--- src/design/cispc_consts.svh ---
// offsets, field positions and reset values of the secure control block
// assumes inclusion by bare name from design files only
`ifndef CISPC_CONSTS_SVH
`define CISPC_CONSTS_SVH

`define CISPC_ADDR_W 12
`define CISPC_CTRL_OFS 12'h000
`define CISPC_BIT_SECURE_EN 0
`define CISPC_BIT_NONSECURE_EN 1
`define CISPC_BIT_CROSS_ACK 2
`define CISPC_BIT_FAST_SEL 3
`define CISPC_BIT_POINT_SEL 4
`define CISPC_RST_SECURE_EN 1'h0
`define CISPC_RST_NONSECURE_EN 1'h0
`define CISPC_RST_CROSS_ACK 1'h0
`define CISPC_RST_FAST_SEL 1'h0
`define CISPC_RST_POINT_SEL 1'h0
`define CISPC_ID_HELD 10'h3fe
`define CISPC_ID_SPURIOUS 10'h3ff
`define CISPC_BPR_W 3

`endif

--- src/design/cispc_pkg.sv ---
// types shared by the secure control block
// assumes nothing beyond a SystemVerilog compiler
package cispc_pkg;

  typedef logic [9:0] cispc_id_t;

  typedef enum logic [1:0] {
    CISPC_ACK_TAKE,
    CISPC_ACK_HELD,
    CISPC_ACK_SPURIOUS
  } cispc_ack_kind_t;

endpackage

--- src/design/cispc_sync.sv ---
// two flip-flop level synchroniser, one chain per bit
// assumes its inputs are asynchronous levels
`timescale 1ns/1ps
`default_nettype none

module cispc_sync #(
  parameter int WIDTH = 2,
  parameter logic [WIDTH-1:0] RESET_VAL = '1
) (
  input wire logic i_clk,
  input wire logic i_arst_n,
  input wire logic [WIDTH-1:0] i_async,
  output var logic [WIDTH-1:0] o_sync
);

  genvar g;
  generate
    for (g = 0; g < WIDTH; g++)
    begin : g_chain
      logic meta_reg;
      always_ff @(posedge i_clk or negedge i_arst_n)
      begin
        if (!i_arst_n)
        begin
          meta_reg <= RESET_VAL[g];
          o_sync[g] <= RESET_VAL[g];
        end
        else
        begin
          meta_reg <= i_async[g];
          o_sync[g] <= meta_reg;
        end
      end
    end
  endgenerate

endmodule // cispc_sync

`default_nettype wire

--- src/design/cispc_ack.sv ---
// acknowledge decision for the top pending interrupt
// assumes the pending logic presents a stable top candidate on i_clk
`timescale 1ns/1ps
`default_nettype none
`include "cispc_consts.svh"

module cispc_ack (
  input wire logic i_clk,
  input wire logic i_arst_n,
  input wire logic i_cross_ack,
  input wire logic i_ack_rd,
  input wire logic i_ack_secure,
  input wire logic i_top_valid,
  input wire logic i_top_nonsecure,
  input wire cispc_pkg::cispc_id_t i_top_id,
  output var cispc_pkg::cispc_id_t o_ack_id,
  output var logic o_ack_valid,
  output var logic o_ack_take
);

  cispc_pkg::cispc_ack_kind_t kind;
  wire logic wrong_world;
  wire logic held_ns;

  // a non-secure read never sees a secure candidate
  assign wrong_world = !i_ack_secure && !i_top_nonsecure;
  assign held_ns = i_ack_secure && i_top_nonsecure && !i_cross_ack;
  assign kind = (!i_top_valid || wrong_world) ? cispc_pkg::CISPC_ACK_SPURIOUS :
                held_ns ? cispc_pkg::CISPC_ACK_HELD :
                cispc_pkg::CISPC_ACK_TAKE;

  always_ff @(posedge i_clk or negedge i_arst_n)
  begin
    if (!i_arst_n)
    begin
      o_ack_id <= `CISPC_ID_SPURIOUS;
      o_ack_valid <= 1'b0;
      o_ack_take <= 1'b0;
    end
    else
    begin
      o_ack_valid <= i_ack_rd;
      o_ack_take <= i_ack_rd && (kind == cispc_pkg::CISPC_ACK_TAKE);
      if (i_ack_rd)
      begin
        unique case (kind)
          cispc_pkg::CISPC_ACK_TAKE: o_ack_id <= i_top_id;
          cispc_pkg::CISPC_ACK_HELD: o_ack_id <= `CISPC_ID_HELD;
          cispc_pkg::CISPC_ACK_SPURIOUS: o_ack_id <= `CISPC_ID_SPURIOUS;
        endcase
      end
    end
  end
endmodule // cispc_ack

`default_nettype wire

--- src/design/cispc_top.sv ---
// secure control register, request routing and legacy pass-through
// assumes a same-clock register master and asynchronous legacy request pins
//
// The implementer's own choices: the register addresses and the plain strobed port.
`timescale 1ns/1ps
`default_nettype none
`include "cispc_consts.svh"

module cispc_top #(
  parameter bit PASSTHRU_EN = 1'b1
) (
  input wire logic i_clk,
  input wire logic i_arst_n,
  input wire logic [`CISPC_ADDR_W-1:0] i_addr,
  input wire logic [31:0] i_wdata,
  input wire logic i_wr,
  input wire logic i_rd,
  input wire logic i_access_secure,
  output var logic [31:0] o_rdata,
  input wire logic [`CISPC_BPR_W-1:0] i_secure_bpr,
  input wire logic [`CISPC_BPR_W-1:0] i_nonsecure_bpr,
  output var logic [`CISPC_BPR_W-1:0] o_secure_preempt_bpr,
  output var logic [`CISPC_BPR_W-1:0] o_nonsecure_preempt_bpr,
  input wire logic i_secure_request,
  input wire logic i_nonsecure_request,
  input wire logic i_low_normal_legacy_n,
  input wire logic i_low_fast_legacy_n,
  output var logic o_low_normal_request_pin_n,
  output var logic o_low_fast_request_pin_n,
  input wire logic i_ack_rd,
  input wire logic i_ack_secure,
  input wire logic i_top_valid,
  input wire logic i_top_nonsecure,
  input wire cispc_pkg::cispc_id_t i_top_id,
  output var cispc_pkg::cispc_id_t o_ack_id,
  output var logic o_ack_valid,
  output var logic o_ack_take,
  output var logic o_secure_enable,
  output var logic o_nonsecure_enable
);

  // ---------------------------------------------------------------
  // control register
  // ---------------------------------------------------------------
  logic point_sel_reg;
  logic fast_sel_reg;
  logic cross_ack_reg;
  logic ns_en_reg;
  logic s_en_reg;

  wire logic ctrl_hit;
  wire logic sec_wr;
  wire logic ns_wr;
  wire logic [31:0] sec_view;
  wire logic [31:0] ns_view;
  wire logic [31:0] rdata_next;

  assign ctrl_hit = (i_addr == `CISPC_CTRL_OFS);
  // the access's world picks the bank at the same offset
  assign sec_wr = i_wr && ctrl_hit && i_access_secure;
  assign ns_wr = i_wr && ctrl_hit && !i_access_secure;

  // only bits 4..0 exist; the upper bits are simply absent
  assign sec_view = {27'h000_0000, point_sel_reg, fast_sel_reg, cross_ack_reg,
                     ns_en_reg, s_en_reg};
  assign ns_view = {31'h0000_0000, ns_en_reg};
  // no read, or another offset, gives zero so stale data never stands on the bus
  assign rdata_next = (!i_rd || !ctrl_hit) ? 32'h0000_0000 :
                      i_access_secure ? sec_view : ns_view;

  always_ff @(posedge i_clk or negedge i_arst_n)
  begin
    if (!i_arst_n)
    begin
      point_sel_reg <= `CISPC_RST_POINT_SEL;
      fast_sel_reg <= `CISPC_RST_FAST_SEL;
      cross_ack_reg <= `CISPC_RST_CROSS_ACK;
      s_en_reg <= `CISPC_RST_SECURE_EN;
    end
    else if (sec_wr)
    begin
      point_sel_reg <= i_wdata[`CISPC_BIT_POINT_SEL];
      fast_sel_reg <= i_wdata[`CISPC_BIT_FAST_SEL];
      cross_ack_reg <= i_wdata[`CISPC_BIT_CROSS_ACK];
      s_en_reg <= i_wdata[`CISPC_BIT_SECURE_EN];
    end
  end

  // one flop serves both copies: secure bit 1 and non-secure bit 0
  always_ff @(posedge i_clk or negedge i_arst_n)
  begin
    if (!i_arst_n)
      ns_en_reg <= `CISPC_RST_NONSECURE_EN;
    else if (sec_wr)
      ns_en_reg <= i_wdata[`CISPC_BIT_NONSECURE_EN];
    else if (ns_wr)
      ns_en_reg <= i_wdata[0];
  end

  always_ff @(posedge i_clk or negedge i_arst_n)
  begin
    if (!i_arst_n)
    begin
      o_rdata <= 32'h0000_0000;
      o_secure_enable <= 1'b0;
      o_nonsecure_enable <= 1'b0;
    end
    else
    begin
      o_rdata <= rdata_next;
      o_secure_enable <= s_en_reg;
      o_nonsecure_enable <= ns_en_reg;
    end
  end

  // ---------------------------------------------------------------
  // binary point selection for preemption
  // ---------------------------------------------------------------
  // the secure point is always its own; only the non-secure side is muxed
  wire logic [`CISPC_BPR_W-1:0] ns_bpr_next;

  assign ns_bpr_next = point_sel_reg ? i_secure_bpr : i_nonsecure_bpr;

  always_ff @(posedge i_clk or negedge i_arst_n)
  begin
    if (!i_arst_n)
    begin
      o_secure_preempt_bpr <= '0;
      o_nonsecure_preempt_bpr <= '0;
    end
    else
    begin
      o_secure_preempt_bpr <= i_secure_bpr;
      o_nonsecure_preempt_bpr <= ns_bpr_next;
    end
  end

  // ---------------------------------------------------------------
  // request routing and pass-through
  // ---------------------------------------------------------------
  logic [1:0] legacy_sync_n;
  wire logic secure_live;
  wire logic nonsecure_live;
  wire logic normal_req;
  wire logic fast_req;
  wire logic normal_drive;
  wire logic fast_drive;
  wire logic normal_pin_next;
  wire logic fast_pin_next;

  // legacy lines idle high; reset value matches so no false request
  cispc_sync #(
    .WIDTH(2),
    .RESET_VAL(2'h3)
  ) u_legacy_sync (
    .i_clk(i_clk),
    .i_arst_n(i_arst_n),
    .i_async({i_low_fast_legacy_n, i_low_normal_legacy_n}),
    .o_sync(legacy_sync_n)
  );

  assign secure_live = i_secure_request && s_en_reg;
  assign nonsecure_live = i_nonsecure_request && ns_en_reg;
  // non-secure requests never reach the fast output
  assign normal_req = nonsecure_live || (secure_live && !fast_sel_reg);
  assign fast_req = secure_live && fast_sel_reg;
  assign normal_drive = ns_en_reg || (s_en_reg && !fast_sel_reg);
  assign fast_drive = fast_sel_reg && s_en_reg;

  // without pass-through a disabled output simply idles high
  assign normal_pin_next = (normal_drive || !PASSTHRU_EN) ? !normal_req :
                           legacy_sync_n[0];
  assign fast_pin_next = (fast_drive || !PASSTHRU_EN) ? !fast_req :
                         legacy_sync_n[1];

  // two separate request pins toward the core
  always_ff @(posedge i_clk or negedge i_arst_n)
  begin
    if (!i_arst_n)
    begin
      o_low_normal_request_pin_n <= 1'b1;
      o_low_fast_request_pin_n <= 1'b1;
    end
    else
    begin
      o_low_normal_request_pin_n <= normal_pin_next;
      o_low_fast_request_pin_n <= fast_pin_next;
    end
  end

  // ---------------------------------------------------------------
  // acknowledge decision
  // ---------------------------------------------------------------
  // cross-acknowledge comes straight from its bit, so a write applies to the next read
  cispc_ack u_ack (
    .i_clk(i_clk),
    .i_arst_n(i_arst_n),
    .i_cross_ack(cross_ack_reg),
    .i_ack_rd(i_ack_rd),
    .i_ack_secure(i_ack_secure),
    .i_top_valid(i_top_valid),
    .i_top_nonsecure(i_top_nonsecure),
    .i_top_id(i_top_id),
    .o_ack_id(o_ack_id),
    .o_ack_valid(o_ack_valid),
    .o_ack_take(o_ack_take)
  );
endmodule // cispc_top

`default_nettype wire

--- config.mk ---
export PLATFORM = sky130hd
export DESIGN_NAME = cispc_top
export DESIGN_NICKNAME = d
export VERILOG_FILES = /design/src/design/cispc_pkg.sv /design/src/design/cispc_sync.sv /design/src/design/cispc_ack.sv /design/src/design/cispc_top.sv
export VERILOG_INCLUDE_DIRS = /design/src /design/src/design
export SDC_FILE = /design/constraint.sdc
export NUM_CORES = 1
export LEC_CHECK = 0
export BUFFER_PORTS_ARGS = -buffer_cell sky130_fd_sc_hd__buf_4
export CELL_PAD_IN_SITES_DETAIL_PLACEMENT = 2
export CELL_PAD_IN_SITES_GLOBAL_PLACEMENT = 2
export CORE_MARGIN = 2
export CORE_UTILIZATION = 23
export DETAILED_ROUTE_END_ITERATION = 8
export GPL_TIMING_DRIVEN = 1
export PLACE_DENSITY = 0.86
export SETUP_SLACK_MARGIN = 0.15
export SLEW_MARGIN = 10
export SYNTH_ARGS = -nofsm -noshare
export SYNTH_HDL_FRONTEND = slang
export SYNTH_SLANG_ARGS = --single-unit
export TNS_END_PERCENT = 1
--- constraint.sdc ---
create_clock -name i_clk -period 1.9 [get_ports i_clk]
set_clock_uncertainty 0.1 [all_clocks]
set_input_delay 0.38 -clock i_clk [delete_from_list [all_inputs] [get_ports i_clk]]
set_output_delay 0.38 -clock i_clk [all_outputs]
set_load 0.05 [all_outputs]
==> results of run 1 <==
-- metal layers --
metal,wire (um),global-route usage [%],vias to the layer above
li1,-,-,506
met1,1460,11.7,538
met2,2090,21.3,70
met3,404,3.46,7
met4,82,5.19,0
met5,0,0,-
-- cells in the mapped netlist (2+ instances only) --
| cell type | number |
|---|---|
| a31oi_1 | 2 |
| buf_4 | 27 |
| dfrtp_1 | 20 |
| dfstp_2 | 16 |
| inv_1 | 3 |
| mux2_2 | 3 |
| mux2_4 | 4 |
| mux2i_1 | 2 |
| nand2_1 | 8 |
| nor2_1 | 6 |
| nor2b_1 | 2 |
| o21ai_0 | 3 |
| o22a_1 | 9 |
| or4_4 | 2 |
-- through the flow --
step | total power [uW] | instance area, um2 | setup slack (ns) | instances | utilization, %
detailed placement | 1230 | 2070 | -0.0367 | 265 | 32.3
finish | 1740 | 2170 | 0.274 | 274 | 33.7
CTS | 1780 | 2170 | 0.272 | 274 | 33.7
floorplan | 1130 | 1640 | 0.147 | 144 | -
global placement | 1220 | 2070 | 0.00428 | 265 | 32.3
global route | 1830 | 2170 | 0.209 | 274 | 33.7
-- power breakdown --
part | total (uW) | switching, uW | leakage, uW | internal, uW
clock | 526 | 269 | 0.0000422 | 257
sequential | 826 | 13.2 | 0.000431 | 813
combinational | 393 | 278 | 0.000576 | 114
-- final timing paths --
kind,slack [ns],start,cells after the start,end
max reg2reg,0.42,cross_ack_reg,4,u_ack.o_ack_id[3]
min reg2reg,0.26,u_legacy_sync.g_chain[0].meta_reg,0,u_legacy_sync.o_sync[0]
min,0.1,i_low_normal_legacy_n,1,u_legacy_sync.g_chain[0].meta_reg
max,0.27,i_addr[1],5,fast_sel_reg
max in group asynchronous,0.86,i_arst_n,2,u_legacy_sync.g_chain[1].meta_reg
min in group asynchronous,0.49,i_arst_n,2,o_secure_enable
-- cell type report --
class	instances	area [um2]
Inverter	3	11.3
Fill cell	699	4260
Timing Repair Buffer	74	558
Tap cell	77	96.3
Clock inverter	1	5.00
Multi-Input combinational cell	76	498
Clock buffer	7	76.3
Sequential cell	36	921
-- critical path: stages --
cell     delay [ns]
buf_4          0.11
or4_4          0.53
nor2_4         0.16
nand4_4        0.17
mux2_4         0.34
-- logic make-up after synthesis --
family,Yosys count,synth area share [%]
DFF,36,59.6
AOI/OAI and AO/OA,18,8.83
buffers and inverters,32,14.4
other,1,0.243
muxes,9,7.37
and+or+nand+nor,22,9.48
==> impl_results.md, run 1 <==
- Crit-path max FO: 4
- Largest regs: u_ack.o_ack_id: 10 flops, o_rdata: 5 flops
- Die footprint: 7380 um2
- Max-cap violation count: 0
- CTS Hold Bufs: 1
- RSZ-0062 raised after global routing: no
- P_leak: 0.00105 uW
- GRT Util Overall: 11.5%
- Detailed Place HPWL: 3200 um
- Nets: 269
- Num rows: 29
- CTS Buf Count: 5
- Post-cts sizing count: 0
- Hold crit path type: in -> reg
- Max VDD drop: 0.204 mV
- Antenna violations before repair: 0
- Share of post-route cells with drive strength above 1: 54.3%
- Most flop-heavy register: u_ack.o_ack_id
- Vias per cell: 4.09
- Grt total ovfl: 0
- Kind of critical path: in -> reg
- First-pass GRT wire length: 6350 um
- Synth warn: 0
- CTS Sinks: 36
- Dominant cell type by area after synthesis: dfrtp_1
- Crit path DAT: 1.70 ns
- Synth Cell Area: 1540 um2
- Syn Area/Cell: 13.1 um2
- Final worst-path cycle share: 85.6%
- Max FFs per register: 10
- Die width: 85.9 um
- Status: completed
- Final-report max-slew violation count: 0
- Most common cell after layout, fill and taps aside: buf_4
- IO buf count: 72
- Worst-Skew Late Latency: 0.28 ns
- Seq cells post-synth: 36
- # DRC: 0
- Async set-reset flop share out of synthesis: 100%
- CTS tree: built
- Post-synth EDFFs: 0
- Yosys cell types: 25
- Fmax: 0.615 GHz
- RePlAce Congestion: 0.720
- Die Y: 85.9 um
- Post-CTS setup repair buffer count: 0
- Share of the synthesized area in the top cell type: 32.4%
- Largest net degree at the start of global routing: 37
- Critical Path Source Type: primary input
- Fin. Hold Viols: 0
- Nature of the critical path endpoint: flip-flop
- Via count: 1,121
- Vias in the first global route: 1,220
- P&R area growth vs syn: 40.3%
- Most frequent cells in the layout: buf_4, conb_1, dfrtp_1
- Hold_ws: 0.0990 ns
- Detailed Routing Iterations Pass 1: 4
- Core box area: 6420 um2
- Slew HR: 40.8%
- DR WL/cell: 14.8 um
- Fin crit period: 1.63 ns
- Max Root-Sink Buffers: 2
- Final Setup Violations: 0
- Top FF cell, synth: dfrtp_1
- Total negative setup slack: 0 ns
- Seq/Total Area, Yosys: 59.6%
- Starting Density: 24.0%
- Power Density: 806 nW/um2
- Total wire length: 4040 um
- # H-tree levels: 2
- Gate Count Post-Synth: 118
- Slew @ Worst Pin: 0.887 ns
- CTS Root Cell: clkbuf_8
- Required time of the critical path: 1.97 ns
- Post-DRT Antenna Nets: 0
- Io pins: 127
- DR iter-0 viols: 23
- Largest cells by area after synthesis: dfrtp_1, dfstp_2, buf_4
- Worst-path clk slew: 0.07 ns
- N_diodes: 0
Power figures use the tool's default switching activity.
==> run 2: changes to the inputs <==
PLACE_DENSITY = 0.95   (was 0.86)
==> run 2 against run 1 <==
Net effect:
- register-to-register slack improved by 0.03 ns
- sequential power about the same
- cell area rose by 1.4%
- global-route usage decreased by 0.71 points
- first-iteration DRC count fell by 39%
- count of clock-buffer cells in the layout down 2
- hold slack got worse by 0.0024 ns
- total power increased by 8.0%
- routed wire length down 4.2%
- utilization rose by 0.47 points
==> impl_results.md, run 2 (same netlist as run 1, synthesis figures left out) <==
- Max-cap violation count: 0 (unchanged)
- Status: completed
- Final worst-path cycle share: 85.1% (-0.51 points)
- Hold crit path type: in -> reg
- Worst R2R End: u_ack.o_ack_id[9]
- Combinational power share: 20.8% (-1.7 points)
- Core Util, Final: 34.2% (+0.47 points)
- Max FFs per register: 10 (unchanged)
- Hold path cells: 1 (unchanged)
- Kind of critical path: in -> reg
- CP max stage delay: 0.54 ns (about the same)
- P&R area growth vs syn: 42.2%
- Net Sw Power: 568 uW (+1.5%)
- GRT Util Overall: 10.8% (-0.71 points)
- Final std cells w/o fill: 274 (unchanged)
- Post-CTS setup repair buffer count: 0 (unchanged)
- Fmax: 0.619 GHz (+0.60%)
- CP max-delay cell: or4_4
- Die width: 85.9 um (unchanged)
- Nets: 269 (unchanged)
- CTS Root Cell: clkbuf_8
- Io pins: 127 (unchanged)
- N_diodes: 0 (unchanged)
- Final-report max-slew violation count: 0 (unchanged)
- Max Root-Sink Buffers: 2 (unchanged)
- Fin crit period: 1.62 ns (-0.00962 ns)
- CTS Hold Bufs: 1 (unchanged)
- Most common cell after layout, fill and taps aside: buf_4
- CP top delay family: simple AND/OR/NAND/NOR gates
- Largest regs: u_ack.o_ack_id: 10 flops, o_rdata: 5 flops
- Slew HR: 42.8% (+2.0 points)
- Die footprint: 7380 um2 (unchanged)
- Grt total ovfl: 0 (unchanged)
- Core box area: 6420 um2 (unchanged)
- P_leak: 0.00106 uW (+1.1%)
- Detailed Routing Iterations Pass 1: 3 (-1)
- Power Density: 858 nW/um2 (+6.5%)
- Antenna violations before repair: 0 (unchanged)
- Most flop-heavy register: u_ack.o_ack_id
- Worst-Skew Late Latency: 0.28 ns (about the same)
- Tot Pwr: 1880 uW (+8.0%)
- First-pass GRT wire length: 6100 um (-3.9%)
- WP buf/inv: 1 (unchanged)
- Min-Delay Endpoint: u_legacy_sync.g_chain[1].meta_reg
- Sw frac: 30.2% (-1.9 points)
- IO buf count: 72 (unchanged)
- Critical Path Source Type: primary input
- Die Y: 85.9 um (unchanged)
- Via count: 1,115 (-0.54%)
- Internal: 1320 uW (+11%)
- Required time of the critical path: 1.97 ns (about the same)
- Clock network fraction of total power: 35.3% (+5.2 points)
- Most frequent cells in the layout: buf_4, conb_1, dfrtp_1
- Slew @ Worst Pin: 0.857 ns (-0.0300 ns)
- Reg2Reg Depth: 4 (unchanged)
- Cells along the critical path: buf_4 > or4_4 > nor2_4 > nand4_4 > mux2_4
- Final Setup Violations: 0 (unchanged)
- Starting Density: 24.0% (unchanged)
- Share of post-route cells with drive strength above 1: 55.3% (+1.0 points)
- # H-tree levels: 2 (unchanged)
- Reg2reg start: cross_ack_reg
- # DRC: 0 (unchanged)
- Register share of total power: 43.9% (-3.5 points)
- Num rows: 29 (unchanged)
- RePlAce Congestion: 0.672 (-6.7%)
- Post-cts sizing count: 0 (unchanged)
- Largest net degree at the start of global routing: 37 (unchanged)
- CTS Sinks: 36 (unchanged)
- RSZ-0062 raised after global routing: no
- Nature of the critical path endpoint: flip-flop
- Max VDD drop: 0.236 mV (+15%)
- Total wire length: 3870 um (-4.2%)
- Crit-path max FO: 4 (unchanged)
- DR WL/cell: 14.1 um (-4.2%)
- Placed cells: 265 (unchanged)
- Detailed Place HPWL: 3070 um (-3.9%)
- Worst-path clk slew: 0.07 ns (about the same)
- CTS Buf Count: 5 (unchanged)
- R2R Setup Slk: 0.45 ns (+0.03 ns)
- Vias per cell: 4.07 (-0.54%)
- HP Start: i_low_fast_legacy_n
- Crit path DAT: 1.68 ns (-0.02 ns)
- Fin. Hold Viols: 0 (unchanged)
- Vias in the first global route: 1,176 (-3.6%)
- DR iter-0 viols: 14 (-39%)
- CTS tree: built
- Post-DRT Antenna Nets: 0 (unchanged)
-- run 2: worst register-to-register path: stages (launching register included) --
cell and delay [ns]:
dfrtp_1 0.39, nor2b_1 0.07, nand2_1 0.06, o2111ai_1 0.40, o22a_1 0.35
-- run 2: power by group through the flow --
stage | Clock [uW] | Sequential [uW] | Combinational, uW
floorplan | 0 | 935 | 196
global placement | 0 | 838 | 386
detailed placement | 0 | 840 | 393
CTS | 691 | 827 | 395
global route | 732 | 831 | 413
finish | 665 | 827 | 392
-- run 2: worst max-delay path by stage --
stage,depth (start not counted),start,to,slack (ns)
floorplan,4,i_addr[1],cross_ack_reg,0.15
global placement,5,i_addr[1],cross_ack_reg,-0.01
detailed placement,5,i_addr[1],fast_sel_reg,-0.04
CTS,5,i_addr[1],point_sel_reg,0.27
global route,5,i_addr[1],s_en_reg,0.26
finish,5,i_addr[1],point_sel_reg,0.28
-- run 2: layout make-up --
| type | count | area (um2) |
|---|---|---|
| inverters | 3 | 11.3 |
| clock inverters | 3 | 42.5 |
| well taps | 77 | 96.3 |
| multi-input cells | 76 | 498 |
| clock buffers | 5 | 68.8 |
| fillers | 707 | 4230 |
| flip-flops and latches | 36 | 921 |
| repair buffers | 74 | 558 |
-- run 2: per-stage QoR --
| stage | area, um2 | hold slack, ns | setup slack, ns | TNS, ns |
|---|---|---|---|---|
| 2_1_floorplan | 1640 | -0.0156 | 0.147 | 0 |
| 3_3_place_gp | 2070 | 0.246 | -0.0105 | -0.0402 |
| 3_5_place_dp | 2070 | 0.250 | -0.0387 | -0.128 |
| 4_1_cts | 2200 | 0.0891 | 0.274 | 0 |
| 5_1_grt | 2200 | 0.0852 | 0.261 | 0 |
| 6_report | 2200 | 0.0966 | 0.284 | 0 |
-- run 2: per-layer routing --
metal,track usage (%),share of wire [%]
met1,11.8,35
met2,19.5,55
met3,2.69,8.1
met4,4.76,1.7
met5,0,0
